**src/pkg/eie_defs.svh**
```systemverilog
`ifndef EIE_DEFS_SVH
`define EIE_DEFS_SVH

`define EIE_AW 12
`define EIE_ACCESS_THRESHOLD 8'h5F
`define EIE_ACCESS_SFR_BASE 12'hF00
`define EIE_OP_MOVE_PREFIX 9'h1D7
`define EIE_OP_SECOND_PREFIX 4'hF
`define EIE_OP_PUSH_PREFIX 8'hEA
`define EIE_OP_SUB_PREFIX 8'hE9
`define EIE_SEL_RETURN 2'h3
`define EIE_IND_LO 12'hFDF
`define EIE_IND_HI 12'hFEF
`define EIE_IND_STEP 12'h008
`define EIE_IND_SPAN 12'h005
`define EIE_ZERO_BYTE 8'h00
`define EIE_ZERO_ADDR 12'h000
`define EIE_ONE_ADDR 12'h001

`endif

```
**src/pkg/eie_pkg.sv**
```systemverilog
`default_nettype none
package eie_pkg;
	typedef enum logic [1:0] {
		eie_idle = 2'b00,
		eie_move_read = 2'b01,
		eie_move_write = 2'b10,
		eie_ret_nop = 2'b11
	} eie_state_type;
endpackage
`default_nettype wire

```
**src/logic/eie_indirect_check.sv**
```systemverilog
`timescale 1ns/1ps
`default_nettype none
`include "eie_defs.svh"
// flags the indirect-data alias registers, found at the top of each pointer's
// special register group; these never hold real data so move accesses to them are nulled
module eie_indirect_check #(
	parameter int AW = `EIE_AW
) (
	input wire logic [AW-1:0] addr,
	output logic is_indirect
);
	logic [2:0] hit;
	genvar g;
	generate
		for (g = 0; g < 3; g++) begin : g_grp
			localparam logic [AW-1:0] BASE = AW'(`EIE_IND_LO + g * `EIE_IND_STEP);
			assign hit[g] = (addr >= BASE) && (addr < BASE + AW'(`EIE_IND_SPAN));
		end
	endgenerate
	assign is_indirect = |hit;
endmodule
`default_nettype wire

```
**src/logic/eie_core.sv**
```systemverilog
`timescale 1ns/1ps
`default_nettype none
`include "eie_defs.svh"
module eie_core
	import eie_pkg::*;
#(
	parameter int AW = `EIE_AW
) (
	input wire logic ref_clk,
	input wire logic nrst,
	input wire logic extended_set_enable,
	input wire logic instr_valid,
	input wire logic [15:0] instr_word,
	input wire logic [3:0] bank_select_register,
	input wire logic [7:0] mem_rdata,
	input wire logic [AW-1:0] return_stack_top,
	input wire logic [AW-1:0] pointer_zero_in,
	input wire logic [AW-1:0] pointer_one_in,
	output logic [AW-1:0] stack_pointer_reg_two,
	output logic [AW-1:0] file_addr,
	output logic file_dest_is_file,
	output logic [AW-1:0] mem_addr,
	output logic mem_rd,
	output logic mem_wr,
	output logic [7:0] mem_wdata,
	output logic ptr_wr,
	output logic [1:0] ptr_wr_sel,
	output logic [AW-1:0] ptr_wr_data,
	output logic pc_load,
	output logic [AW-1:0] pc_load_value,
	output logic fetch_stall,
	output logic ext_active
)
;
	eie_state_type state, next_state;
	logic [AW-1:0] next_stack_pointer_reg_two, dst_addr, next_dst_addr;
	logic [AW-1:0] next_file_addr, next_mem_addr, next_ptr_wr_data, next_pc_load_value;
	logic [7:0] next_mem_wdata;
	logic [7:0] src_byte, next_src_byte;
	logic rd_late, next_rd_late;
	logic [1:0] next_ptr_wr_sel;
	logic next_file_dest_is_file, next_mem_rd, next_mem_wr, next_ptr_wr;
	logic next_pc_load, next_fetch_stall, next_ext_active;
	logic src_ind, dst_ind;
	logic [AW-1:0] src_calc, dst_calc;
	logic [AW-1:0] sel_ptr;
	logic [7:0] farg;
	logic is_move, is_push, is_sub, is_second;

	assign farg = instr_word[7:0];
	assign is_move = (instr_word[15:7] == `EIE_OP_MOVE_PREFIX);
	assign is_second = (instr_word[15:12] == `EIE_OP_SECOND_PREFIX);
	assign is_push = (instr_word[15:8] == `EIE_OP_PUSH_PREFIX);
	assign is_sub = (instr_word[15:8] == `EIE_OP_SUB_PREFIX);
	// seven-bit offsets zero-extended, sum wraps in twelve bits
	assign src_calc = stack_pointer_reg_two + AW'(instr_word[6:0]);
	assign dst_calc = stack_pointer_reg_two + AW'(instr_word[6:0]);

	eie_indirect_check #(.AW(AW)) u_src_chk (
		.addr(mem_addr),
		.is_indirect(src_ind)
	);
	eie_indirect_check #(.AW(AW)) u_dst_chk (
		.addr(dst_addr),
		.is_indirect(dst_ind)
	);

	always_comb begin
		case (instr_word[7:6])
			2'h0: sel_ptr = pointer_zero_in;
			2'h1: sel_ptr = pointer_one_in;
			default: sel_ptr = stack_pointer_reg_two;
		endcase
	end

	always_comb begin
		next_state = state;
		next_stack_pointer_reg_two = stack_pointer_reg_two;
		next_dst_addr = dst_addr;
		next_file_addr = file_addr;
		next_file_dest_is_file = file_dest_is_file;
		next_mem_addr = mem_addr;
		next_mem_rd = 1'b0;
		next_mem_wr = 1'b0;
		next_mem_wdata = mem_wdata;
		next_ptr_wr = 1'b0;
		next_ptr_wr_sel = ptr_wr_sel;
		next_ptr_wr_data = ptr_wr_data;
		next_pc_load = 1'b0;
		next_pc_load_value = pc_load_value;
		next_fetch_stall = 1'b0;
		next_ext_active = extended_set_enable;
		// read data stands one cycle only; keep a copy for a late second word
		next_rd_late = mem_rd;
		next_src_byte = rd_late ? mem_rdata : src_byte;
		// standard file address decode runs for every word
		if (!instr_word[8]) begin
			if (extended_set_enable && farg <= `EIE_ACCESS_THRESHOLD) begin
				// with pointer two at zero this lands on the plain access low half
				next_file_addr = stack_pointer_reg_two + AW'(farg);
			end else if (farg <= `EIE_ACCESS_THRESHOLD) begin
				next_file_addr = AW'(farg);
			end else begin
				next_file_addr = `EIE_ACCESS_SFR_BASE | AW'(farg);
			end
		end else begin
			next_file_addr = {bank_select_register, farg};
		end
		next_file_dest_is_file = instr_word[9];
		unique case (state)
			eie_idle: begin
				if (instr_valid && extended_set_enable) begin
					if (is_move) begin
						next_mem_addr = src_calc;
						next_mem_rd = 1'b1;
						next_fetch_stall = 1'b1;
						next_state = eie_move_read;
					end else if (is_push) begin
						next_mem_addr = stack_pointer_reg_two;
						next_mem_wdata = farg;
						next_mem_wr = 1'b1;
						next_stack_pointer_reg_two = stack_pointer_reg_two - `EIE_ONE_ADDR;
						next_ptr_wr = 1'b1;
						next_ptr_wr_sel = 2'h2;
						next_ptr_wr_data = stack_pointer_reg_two - `EIE_ONE_ADDR;
					end else if (is_sub) begin
						next_ptr_wr = 1'b1;
						if (instr_word[7:6] == `EIE_SEL_RETURN) begin
							next_ptr_wr_sel = 2'h2;
							next_ptr_wr_data = stack_pointer_reg_two - AW'(instr_word[5:0]);
							next_stack_pointer_reg_two = next_ptr_wr_data;
							next_pc_load = 1'b1;
							next_pc_load_value = return_stack_top;
							next_fetch_stall = 1'b1;
							next_state = eie_ret_nop;
						end else begin
							next_ptr_wr_sel = instr_word[7:6];
							next_ptr_wr_data = sel_ptr - AW'(instr_word[5:0]);
							if (instr_word[7:6] == 2'h2) begin
								next_stack_pointer_reg_two = next_ptr_wr_data;
							end
						end
					end
				end
			end
			eie_move_read: begin
				// second word arrives now; its low seven bits name the destination
				next_fetch_stall = 1'b1;
				if (instr_valid && is_second) begin
					next_dst_addr = dst_calc;
					next_state = eie_move_write;
				end
			end
			eie_move_write: begin
				// memory read data lands here; the indirect alias reads as zero
				next_mem_wdata = src_ind ? `EIE_ZERO_BYTE : (rd_late ? mem_rdata : src_byte);
				next_mem_addr = dst_addr;
				next_mem_wr = !dst_ind;
				// destination bytes of counter low and return top are not guarded
				next_state = eie_idle;
			end
			eie_ret_nop: begin
				next_state = eie_idle;
			end
		endcase
	end

	always_ff @(posedge ref_clk or negedge nrst) begin
		if (!nrst) begin
			state <= eie_idle;
			stack_pointer_reg_two <= `EIE_ZERO_ADDR;
			dst_addr <= `EIE_ZERO_ADDR;
			file_addr <= `EIE_ZERO_ADDR;
			file_dest_is_file <= 1'b0;
			mem_addr <= `EIE_ZERO_ADDR;
			mem_rd <= 1'b0;
			mem_wr <= 1'b0;
			mem_wdata <= `EIE_ZERO_BYTE;
			ptr_wr <= 1'b0;
			ptr_wr_sel <= 2'h0;
			ptr_wr_data <= `EIE_ZERO_ADDR;
			pc_load <= 1'b0;
			pc_load_value <= `EIE_ZERO_ADDR;
			fetch_stall <= 1'b0;
			ext_active <= 1'b0;
			rd_late <= 1'b0;
			src_byte <= `EIE_ZERO_BYTE;
		end else begin
			state <= next_state;
			stack_pointer_reg_two <= next_stack_pointer_reg_two;
			dst_addr <= next_dst_addr;
			file_addr <= next_file_addr;
			file_dest_is_file <= next_file_dest_is_file;
			mem_addr <= next_mem_addr;
			mem_rd <= next_mem_rd;
			mem_wr <= next_mem_wr;
			mem_wdata <= next_mem_wdata;
			ptr_wr <= next_ptr_wr;
			ptr_wr_sel <= next_ptr_wr_sel;
			ptr_wr_data <= next_ptr_wr_data;
			pc_load <= next_pc_load;
			pc_load_value <= next_pc_load_value;
			fetch_stall <= next_fetch_stall;
			ext_active <= next_ext_active;
			rd_late <= next_rd_late;
			src_byte <= next_src_byte;
		end
	end
endmodule
`default_nettype wire

```
**config.mk**
```make
export PLATFORM = sky130hd
export DESIGN_NAME = eie_core
export DESIGN_NICKNAME = d
export VERILOG_FILES = /design/src/pkg/eie_pkg.sv /design/src/logic/eie_indirect_check.sv /design/src/logic/eie_core.sv
export VERILOG_INCLUDE_DIRS = /design/src /design/src/pkg
export SDC_FILE = /design/constraint.sdc
export NUM_CORES = 1
export LEC_CHECK = 0
export BUFFER_PORTS_ARGS = -buffer_cell sky130_fd_sc_hd__buf_2
export CAP_MARGIN = 40
export CORE_MARGIN = 4
export CORE_UTILIZATION = 49
export CTS_BUF_LIST = sky130_fd_sc_hd__clkbuf_8 sky130_fd_sc_hd__clkbuf_16
export DETAILED_ROUTE_END_ITERATION = 12
export GPL_TIMING_DRIVEN = 1
export PLACE_DENSITY = 0.74
export SKIP_LAST_GASP = 1
export SLEW_MARGIN = 30
export SYNTH_ARGS = -nofsm -noshare
export SYNTH_HDL_FRONTEND = slang
export SYNTH_SLANG_ARGS = --single-unit
```
**constraint.sdc**
```tcl
create_clock -name ref_clk -period 2.29 [get_ports ref_clk]
set_clock_uncertainty 0.1 [all_clocks]
set_input_delay 0.229 -clock ref_clk [delete_from_list [all_inputs] [get_ports ref_clk]]
set_output_delay 0.229 -clock ref_clk [all_outputs]
set_load 0.01 [all_outputs]
```
==> metrics, run 1 <==
status finished, violations left; failing checks negative setup slack; Final ANT Viol Nets 0; Total GRT Usage 0.258; ys flop type dfrtp_1; vias 5559; Initial DRT Pass Iterations 4; cells after synthesis 620; initial core utilization 0.507; antenna violations before repair 0; CP required 2.44 ns; Syn Area/Cell 9.41 um^2; vias in the first global route 5568; area leader, netlist dfrtp_1; post-synthesis cell type count 67; Worst IR Drop VDD ~0.42 mV; met3 usage 0.0416; Syn-to-layout area delta 30.8%; filler instances 937; CTS Root Cell clkbuf_16; Maximum Capacitance Violations 0; Arr. time, crit path 2.45 ns; routed wire length 17.4 mm; Leakage 3.91 nW; die area 0.0137 mm^2; met2 Track Usage GR 0.444; Clock Tree Buf Depth 2; total CTS buffers 9; Synth area leaders dfrtp_1 43%, nand2_1 5.0%, mux2i_1 4.6%; multi-input logic area approximately 0.0032 mm^2; die span in x 117 um; Final Cycle Share 1.01; die height 117 um; area share of the largest cell type after synthesis 0.429; Least-Margin Pin Slew 0.728 ns; WL/cell 18.0 um; Row Count 39; Register Area 0.00250 mm^2; clock sink count 100; share of cells above drive strength 1 0.355; CTS clk-pin slew, worst paths 0.08 ns; Hold Slack 0.0115 ns; FMAX 0.434 GHz; crit-path max FO 5; Final Worst Setup Slack -0.0154 ns; area of the mapped netlist 0.00584 mm^2; io pins 145; kind of critical path reg2reg; fin. max-slew vios 0; routability cong. between 0.9 and 1; met1 Use GR 0.324; Place WS -0.292 ns; ys async rst share 1.00; final hold violation count 0; gr busiest metal met2; Final setup viols 1; DP HPWL 13.3 mm; number of synthesized register bits 100; commonest cells in the netlist 100 x dfrtp_1, 78 x nand2_1, 41 x o21ai_0, 32 x nor2_1, 29 x a21oi_1; Pwr Density 603 mW/mm^2; Final #Nets 899; Worst Hold Class in2reg; Core Area 0.0115 mm^2; register area share after synthesis 0.429; Warnings, synthesis 0; Overflow after GRT 0; Post-CTS Setup Inserts 0; RSZ-0062 raised after global routing yes; largest net degree at the start of global routing 47; Port Buffer Count 144; Post-synth EDFFs 0; Post-Syn Nets 705; fin crit period 2.31 ns; routed vias/inst 5.77; CTS tree yes; Worst Setup Start Kind flip-flop; H-tree depth 3; Starting DRT DRC Count 393; DRC violations left 0; Crit. End Element flip-flop; clk_lat worst skew 0.36 ns; most frequent cell after synthesis dfrtp_1; normalized max-slew margin 0.514; first-pass GRT wire length around 27 mm
[path summary, 6_finish.rpt]
path | from | endpoint | slack, ns | cells past startpoint
worst max-delay path | stack_pointer_reg_two[1] | ptr_wr_data[9] | -0.02 | 9
worst min-delay path | return_stack_top[4] | pc_load_value[4] | 0.01 | 2
worst max register to register | stack_pointer_reg_two[1] | ptr_wr_data[9] | -0.02 | 9
worst min register to register | mem_rd | rd_late | 0.29 | 0
max in group asynchronous | nrst | stack_pointer_reg_two[5] | 1.15 | 3
min in group asynchronous | nrst | state[1] | 0.27 | 2
[kinds of logic (layout without fill, tap and decap cells)]
family	Yosys count	count (layout)	synth area share
mux	54	54	0.104
xor+xnor	26	26	0.0390
buf+inv	61	260	0.0420
fa+ha+maj	17	17	0.0390
compound gates	160	160	0.175
simple gates	202	202	0.172
other cells	0	1	0
flops	100	100	0.429
[report_power, final]
group          leakage (nW)  internal (mW)  total, mW  switching, mW
combinational          2.43          0.517       1.12          0.599
clock                 0.141          0.753       1.49          0.738
sequential             1.33           1.90       2.00         0.0937
[sequential cells by signal, indices dropped and copies added (netlist names)]
signal / cells
ptr_wr_data: 12
ptr_wr: 1
pc_load: 1
state: 2
mem_wdata: 8
src_byte: 8
mem_wr: 1
pc_load_value: 12
ptr_wr_sel: 2
stack_pointer_reg_two: 12
dst_addr: 12
rd_late: 1
mem_rd: 1
mem_addr: 12
fetch_stall: 1
ext_active: 1
file_dest_is_file: 1
file_addr: 12
[layer usage]
layer	wire length, um	part of all wire
met1	7240	0.42
met2	8740	0.50
met3	1020	0.059
met4	370	0.021
met5	0	0
[layout make-up]
| class | count | share of cell area |
|---|---|---|
| Clock buffer | 9 | 0.0295 |
| Antenna cell | 1 | 0.000328 |
| Inverter | 24 | 0.0118 |
| Multi-Input combinational cell | 459 | 0.422 |
| Clock inverter | 7 | 0.00754 |
| Timing Repair Buffer | 220 | 0.177 |
| Sequential cell | 100 | 0.328 |
| Tap cell | 143 | 0.0234 |
[worst max-delay path, stage by stage (launching register included)]
cell and delay [ns]:
dfrtp_1 0.41, nand2_1 0.09, o21ai_2 0.06, ha_1 0.27, nor2b_1 0.14, o31a_1 0.31, o311a_1 0.33, o21a_1 0.18
nor3_2 0.17, o31ai_1 0.12
[timing repair]
item,in CTS,in global routing
resized for setup,6,22
endpoints found under the setup margin,9,33
pin swaps,1,5
hold endpoints to repair,43,0
hold buffers,9,0
[per-stage QoR]
stage	instance area [um^2]	total power [mW]	std cells	TNS, ns	util
finish	7630	4.60	963	-0.0154	0.663
global route	7630	4.82	962	-0.510	0.663
CTS	7560	4.61	962	-0.0161	0.657
detailed placement	7160	3.10	937	-2.67	0.622
global placement	7160	3.06	937	-0.806	0.622
floorplan	5940	2.63	620	-0.0766	-
[placed cells by master (no fill, tap or decap), types with 4 or more instances in the layout]
cell type	instances
or2_2	5
a21oi_1	26
nor2b_1	8
a22oi_1	7
mux2_2	15
nand4_1	6
buf_4	65
a21o_1	4
nand2b_1	4
nor4_1	5
o31ai_1	8
and3_1	7
dfrtp_1	98
dlygate4sd3_1	9
mux2i_1	27
or3_1	8
o21ai_0	33
nand3_1	11
o22ai_1	11
o21ai_1	16
ha_1	10
o21a_1	9
clkbuf_16	9
xnor2_1	12
nand2_1	78
nor2_1	30
o211ai_1	7
a31oi_1	4
mux2_4	9
buf_2	143
inv_1	22
xor2_1	13
nor3_1	16
Power figures use the tool's default switching activity.
==> run 2, diff against run 1 <==
--- a/config.mk
+++ b/config.mk
@@ -9,11 +9,11 @@
 export BUFFER_PORTS_ARGS = -buffer_cell sky130_fd_sc_hd__buf_2
 export CAP_MARGIN = 40
 export CORE_MARGIN = 4
-export CORE_UTILIZATION = 49
+export CORE_UTILIZATION = 55
 export CTS_BUF_LIST = sky130_fd_sc_hd__clkbuf_8 sky130_fd_sc_hd__clkbuf_16
 export DETAILED_ROUTE_END_ITERATION = 12
 export GPL_TIMING_DRIVEN = 1
-export PLACE_DENSITY = 0.74
+export PLACE_DENSITY = 0.79
 export SKIP_LAST_GASP = 1
 export SLEW_MARGIN = 30
 export SYNTH_ARGS = -nofsm -noshare
==> constraint.sdc (replaced) <==
create_clock -name ref_clk -period 2.7 [get_ports ref_clk]
set_clock_uncertainty 0.1 [all_clocks]
set_input_delay 0.27 -clock ref_clk [delete_from_list [all_inputs] [get_ports ref_clk]]
set_output_delay 0.27 -clock ref_clk [all_outputs]
set_load 0.01 [all_outputs]
==> metrics, run 2 (synthesis gave the netlist of run 1 again) <==
Area after DPL 0.00679 mm^2 (was 0.00716 mm^2); status complete, no violations (was finished, violations left); Final #Nets 851 (was 899); fin crit period 2.50 ns (was 2.31 ns); hold endpoint pc_load_value[1] (was pc_load_value[4]); Final setup viols 0 (was 1); initial core utilization 0.565 (was 0.507); clock sink count 100 (unchanged); routed wire length 17.1 mm (was 17.4 mm); Pwr Density 519 mW/mm^2 (was 603 mW/mm^2); clock share of power 0.301 (was 0.324); vias in the first global route 5438 (was 5568); Least-Margin Pin Slew 0.756 ns (was 0.728 ns); Final Cycle Share 0.927 (was 1.01); normalized max-slew margin 0.496 (was 0.514); # diodes 0 (was 1); Port Buffer Count 144 (unchanged); CTS tree yes (unchanged); filler instances 811 (was 937); largest net degree at the start of global routing 64 (was 47); Initial DRT Pass Iterations 8 (was 4); Worst IR Drop VDD 0.471 mV (was 0.417 mV); total CTS buffers 9 (unchanged); start of the worst register-to-register path stack_pointer_reg_two[2] (was stack_pointer_reg_two[1]); clk_lat worst skew 0.39 ns (was 0.36 ns); sw frac 0.312 (was 0.311); Maximum Capacitance Violations 0 (unchanged); P_sw 1.14 mW (was 1.43 mW); P_int 2.52 mW (was 3.17 mW); worst reg2reg endpoint file_addr[7] (was ptr_wr_data[9]); share of cells above drive strength 1 0.291 (was 0.355); H-tree depth 3 (unchanged); Syn-to-layout area delta 20.9% (was 30.8%); CTS clk-pin slew, worst paths 0.10 ns (was 0.08 ns); Leakage 3.64 nW (was 3.91 nW); CP Buf/Inv Count 0 (unchanged); vias 5455 (was 5559); antenna violations before repair 0 (unchanged); Hold Slack 0.0135 ns (was 0.0115 ns); sequential share of power 0.465 (was 0.434); FMAX 0.399 GHz (was 0.434 GHz); Row Count 37 (was 39); CTS Root Cell clkbuf_8 (was clkbuf_16); Final ANT Viol Nets 0 (unchanged); Worst Hold Class in2reg (unchanged); Post-CTS Setup Inserts 0 (unchanged); most frequent cells in the layout 143 x buf_2, 99 x dfrtp_1, 78 x nand2_1 (was 143 x buf_2, 98 x dfrtp_1, 78 x nand2_1); Arr. time, crit path 2.65 ns (was 2.45 ns); crit-path max FO 9 (was 5); first-pass GRT wire length 27.5 mm (was 27.4 mm); Core Area 0.0103 mm^2 (was 0.0115 mm^2); Starting DRT DRC Count 505 (was 393); die area 0.0123 mm^2 (was 0.0137 mm^2); Crit. path cell count 7 (was 9); die height 111 um (was 117 um); routed vias/inst 6.01 (was 5.77); Clock Tree Buf Depth 2 (unchanged); worst path cell trace ha_1 -> o21ai_0 -> nor3b_1 -> or3_1 -> a21oi_2 -> xor2_1 -> o21bai_1 (was nand2_1 -> o21ai_2 -> ha_1 -> nor2b_1 -> o31a_1 -> o311a_1 -> o21a_1 -> nor3_2 -> o31ai_1); R2R setup slack 0.20 ns (was -0.02 ns); final hold violation count 0 (unchanged); Crit. End Element flip-flop (unchanged); routability cong. 0.992 (was 0.960); CP delay by family, top compound AO/OA/AOI/OAI gates (unchanged); die span in x 111 um (was 117 um); Total GRT Usage 0.274 (was 0.258); crit-path max cell delay 0.57 ns (was 0.41 ns); FF-to-FF path depth 7 (was 9); DRC violations left 0 (unchanged); post-layout instance area 0.00705 mm^2 (was 0.00763 mm^2); WL/cell 18.9 um (was 18.0 um); Setup TNS Final 0 ns (was -0.0154 ns); HP Start return_stack_top[1] (was return_stack_top[4]); DP HPWL 12.8 mm (was 13.3 mm); commonest non-fill, non-tap cell in the layout buf_2 (unchanged); hold depth 2 (unchanged); Overflow after GRT 0 (unchanged); RSZ-0062 raised after global routing no (was yes); io pins 145 (unchanged); kind of critical path reg2reg (unchanged); combinational share of power 0.235 (was 0.242); fin. max-slew vios 0 (unchanged); critical path's slowest cell dfrtp_1 (unchanged); CP required 2.84 ns (was 2.44 ns); Worst Setup Start Kind flip-flop (unchanged); Tot Pwr 3.66 mW (was 4.60 mW)
## run 2: cell type report
cell class	count	area [um^2]	area share
multi-input combinational	459	3100	0.439
sequential	100	2500	0.355
timing repair buffer	172	968	0.137
tap	136	170	0.0241
clock buffer	9	124	0.0176
clock inverter	7	98.8	0.0140
inverter	24	90.1	0.0128
## run 2: power groups by stage
| stage | sequential, mW | combinational, mW | clock (mW) |
|---|---|---|---|
| 2_1_floorplan | 1.76 | 0.446 | 0 |
| 3_3_place_gp | 1.72 | 0.819 | 0 |
| 3_5_place_dp | 1.73 | 0.843 | 0 |
| 4_1_cts | 1.70 | 0.855 | 1.11 |
| 5_1_grt | 1.72 | 0.938 | 1.18 |
| 6_report | 1.70 | 0.858 | 1.10 |
## run 2: through the flow
stage,utilization,instances,worst slack (ns)
2_1_floorplan,-,620,0.0525
5_1_grt,0.683,907,0.00604
4_1_cts,0.683,907,0.108
3_3_place_gp,0.657,887,0.173
3_5_place_dp,0.657,887,0.0973
6_report,0.683,907,0.196
## run 2: worst max-delay path by stage
stage	from	endpoint
after CTS	stack_pointer_reg_two[2]	file_addr[7]
final	stack_pointer_reg_two[2]	file_addr[7]
after global routing	stack_pointer_reg_two[0]	stack_pointer_reg_two[10]
after detailed placement	instr_word[6]	stack_pointer_reg_two[10]
after floorplan	instr_word[7]	stack_pointer_reg_two[10]
after global placement	instr_word[6]	ptr_wr_data[9]
## run 2: timing repair
| action | in CTS | in global routing |
|---|---|---|
| endpoints found under the setup margin | 0 | 6 |
| resized for setup | 0 | 2 |
| hold buffers | 4 | 0 |
| endpoints found under the hold margin | 40 | 0 |
## run 2: metal layers
layer | GRT usage | vias to the layer above | part of all wire
met5 | 0 | - | 0
met4 | 0.0969 | 0 | 0.028
met3 | 0.0573 | 54 | 0.083
met2 | 0.465 | 311 | 0.49
met1 | 0.347 | 2578 | 0.40
li1 | - | 2512 | -
==> run 3, diff against run 2 <==
--- a/config.mk
+++ b/config.mk
@@ -9,13 +9,14 @@
 export BUFFER_PORTS_ARGS = -buffer_cell sky130_fd_sc_hd__buf_2
 export CAP_MARGIN = 40
 export CORE_MARGIN = 4
-export CORE_UTILIZATION = 55
+export CORE_UTILIZATION = 50
 export CTS_BUF_LIST = sky130_fd_sc_hd__clkbuf_8 sky130_fd_sc_hd__clkbuf_16
 export DETAILED_ROUTE_END_ITERATION = 12
 export GPL_TIMING_DRIVEN = 1
-export PLACE_DENSITY = 0.79
+export PLACE_DENSITY = 0.73
 export SKIP_LAST_GASP = 1
 export SLEW_MARGIN = 30
 export SYNTH_ARGS = -nofsm -noshare
 export SYNTH_HDL_FRONTEND = slang
+export SYNTH_HIERARCHICAL = 1
 export SYNTH_SLANG_ARGS = --single-unit
==> constraint.sdc (replaced) <==
create_clock -name ref_clk -period 2.7 [get_ports ref_clk]
set_clock_uncertainty 0.1 [all_clocks]
set_input_delay 0.27 -clock ref_clk [delete_from_list [all_inputs] [get_ports ref_clk]]
set_output_delay 0.27 -clock ref_clk [all_outputs]
set_load 0.02 [all_outputs]
==> metrics, run 3 <==
status complete, no violations (unchanged); Worst IR Drop VDD 0.281 mV (was 0.471 mV); CTS Root Cell clkbuf_16 (was clkbuf_8); fin crit period 2.53 ns (was 2.50 ns); first-pass GRT wire length 26.3 mm (was 27.5 mm); commonest non-fill, non-tap cell in the layout buf_2 (unchanged); fin. max-slew vios 0 (unchanged); Setup TNS Final 0 ns (unchanged); area leader, netlist dfrtp_1 (unchanged); worst path cell trace nand2_1 -> o21ai_0 -> ha_1 -> nor2b_1 -> o31ai_1 -> a21oi_1 -> nand3b_1 -> xor2_1 -> a221o_1 (was ha_1 -> o21ai_0 -> nor3b_1 -> or3_1 -> a21oi_2 -> xor2_1 -> o21bai_1); Final #Nets 838 (was 851); number of synthesized register bits 100 (unchanged); Syn Area/Cell 9.53 um^2 (was 9.41 um^2); hold depth 2 (unchanged); Final ANT Viol Nets 0 (unchanged); vias in the first global route 5288 (was 5438); most frequent cells in the layout 143 x buf_2, 100 x dfrtp_1, 73 x nand2_1 (was 143 x buf_2, 99 x dfrtp_1, 78 x nand2_1); kind of critical path reg2reg (unchanged); multi-input logic area 0.00307 mm^2 (was 0.00310 mm^2); hold endpoint pc_load_value[11] (was pc_load_value[1]); antenna violations before repair 0 (unchanged); Core Area 0.0114 mm^2 (was 0.0103 mm^2); Row Count 39 (was 37); Place WS -0.130 ns (was 0.0973 ns); io pins 145 (unchanged); clk_lat worst skew 0.35 ns (was 0.39 ns); routed vias/inst 5.70 (was 6.01); Total GRT Usage 0.249 (was 0.274); Overflow after GRT 0 (unchanged); critical path's slowest cell dfrtp_1 (unchanged); FMAX 0.395 GHz (was 0.399 GHz); final hold violation count 0 (unchanged); crit-path max FO 7 (was 9); filler instances 956 (was 811); start of the worst register-to-register path stack_pointer_reg_two[1] (was stack_pointer_reg_two[2]); Worst Setup Start Kind flip-flop (unchanged); CP delay by family, top compound AO/OA/AOI/OAI gates (unchanged); WL/cell 18.1 um (was 18.9 um); Leakage 3.63 nW (was 3.64 nW); # diodes 0 (unchanged); Synth area leaders dfrtp_1 43%, mux2_2 6.2%, o21ai_0 5.5% (was dfrtp_1 43%, nand2_1 5.0%, mux2i_1 4.6%); die area 0.0134 mm^2 (was 0.0123 mm^2); Final Cycle Share 0.939 (was 0.927); routability cong. 0.942 (was 0.992); worst reg2reg endpoint ptr_wr_data[11] (was file_addr[7]); Pwr Density 499 mW/mm^2 (was 519 mW/mm^2); share of cells above drive strength 1 0.302 (was 0.291); Least-Margin Pin Slew 0.656 ns (was 0.756 ns); Maximum Capacitance Violations 0 (unchanged); Post-Syn Nets 692 (was 705); CP required 2.83 ns (was 2.84 ns); Starting DRT DRC Count 384 (was 505); RSZ-0062 raised after global routing no (unchanged); commonest cells in the netlist 100 x dfrtp_1, 73 x nand2_1, 64 x o21ai_0, 32 x a21oi_1, 32 x mux2_2 (was 100 x dfrtp_1, 78 x nand2_1, 41 x o21ai_0, 32 x nor2_1, 29 x a21oi_1); total CTS buffers 9 (unchanged); post-layout instance area 0.00704 mm^2 (was 0.00705 mm^2); H-tree depth 3 (unchanged); area of the mapped netlist 0.00578 mm^2 (was 0.00584 mm^2); Final setup viols 0 (unchanged); Worst Hold Class in2reg (unchanged); Clock Tree Buf Depth 2 (unchanged); R2R setup slack 0.17 ns (was 0.20 ns); die span in x 116 um (was 111 um); die height 116 um (was 111 um); area share of the largest cell type after synthesis 0.433 (was 0.429); normalized max-slew margin 0.562 (was 0.496); Syn-to-layout area delta 21.7% (was 20.9%); routed wire length 16.3 mm (was 17.1 mm); Port Buffer Count 144 (unchanged); CP Buf/Inv Count 0 (unchanged); CTS tree yes (unchanged); DRC violations left 0 (unchanged); cells after synthesis 607 (was 620); crit-path max cell delay 0.46 ns (was 0.57 ns); largest net degree at the start of global routing 101 (was 64); Register Area 0.00250 mm^2 (about the same); ys async rst share 1.00 (unchanged); Tot Pwr 3.51 mW (was 3.66 mW); initial core utilization 0.509 (was 0.565); post-layout util 0.619 (was 0.683); Arr. time, crit path 2.66 ns (was 2.65 ns); Initial DRT Pass Iterations 5 (was 8); register area share after synthesis 0.433 (was 0.429); Crit. End Element flip-flop (unchanged); most frequent cell after synthesis dfrtp_1 (unchanged); post-synthesis cell type count 64 (was 67); vias 5136 (was 5455); Post-synth EDFFs 0 (unchanged); Area after DPL 0.00672 mm^2 (was 0.00679 mm^2); ys flop type dfrtp_1 (unchanged); FF-to-FF path depth 9 (was 7); CTS clk-pin slew, worst paths 0.07 ns (was 0.10 ns); clock sink count 100 (unchanged); Final Worst Setup Slack 0.166 ns (was 0.196 ns); HP Start return_stack_top[11] (was return_stack_top[1]); DP HPWL 12.4 mm (was 12.8 mm); Warnings, synthesis 6 (was 0)
run 3: worst max path at each step:
stage | slack, ns | from | to | depth (start not counted)
floorplan | 0.02 | instr_word[7] | ptr_wr_data[6] | 12
detailed placement | -0.13 | instr_word[6] | ptr_wr_data[6] | 12
global placement | 0.009 | instr_word[6] | ptr_wr_data[6] | 12
finish | 0.17 | stack_pointer_reg_two[1] | ptr_wr_data[11] | 9
global route | 0.01 | stack_pointer_reg_two[1] | ptr_wr_data[7] | 10
CTS | 0.12 | stack_pointer_reg_two[0] | file_addr[10] | 9
run 3: where the power goes:
| part | internal (mW) | leakage, nW | switching [mW] |
|---|---|---|---|
| Clock | 0.669 | 0.144 | 0.560 |
| Combinational | 0.248 | 2.14 | 0.370 |
| Sequential | 1.58 | 1.35 | 0.0793 |
run 3: layout make-up:
| class | instances | area share |
|---|---|---|
| Sequential cell | 100 | 0.355 |
| Clock buffer | 11 | 0.0359 |
| Tap cell | 143 | 0.0254 |
| Timing Repair Buffer | 169 | 0.132 |
| Inverter | 20 | 0.0107 |
| Clock inverter | 5 | 0.00409 |
| Multi-Input combinational cell | 453 | 0.437 |
run 3: worst register-to-register path: cells and delay by family, from the launching register on:
family | cells | cell delay [ns]
simple gates | 3 | 0.46
compound gates | 4 | 0.92
fa+ha+maj | 1 | 0.28
flops | 1 | 0.46
xor+xnor | 1 | 0.18
run 3: per-stage QoR:
step	std cells	hold WS [ns]
floorplan	607	-0.126
global placement	883	0.265
detailed placement	883	0.277
CTS	901	0.0295
global route	901	0.0374
finish	901	0.0332
run 3: logic make-up after synthesis:
family,count (synthesis),share of synthesized area
AO/OA/AOI/OAI,151,0.161
XOR/XNOR,24,0.0363
adder cells (fa/ha/maj),17,0.0394
buffers and inverters,54,0.0387
flip-flops,100,0.433
multiplexers,61,0.113
AND/OR/NAND/NOR,200,0.179
run 3: timing repair:
action	CTS	global route
buffers inserted	0	0
resized for setup	0	5
hold endpoints to repair	101	0
hold buffers	2	0
setup endpoints to repair	0	11
run 3: per-layer routing:
layer	vias up	global-route usage	wire [um]
met4	0	0.102	370
met3	29	0.0392	924
met1	2467	0.332	6950
met2	180	0.406	8080
met5	-	0	0
li1	2460	-	-
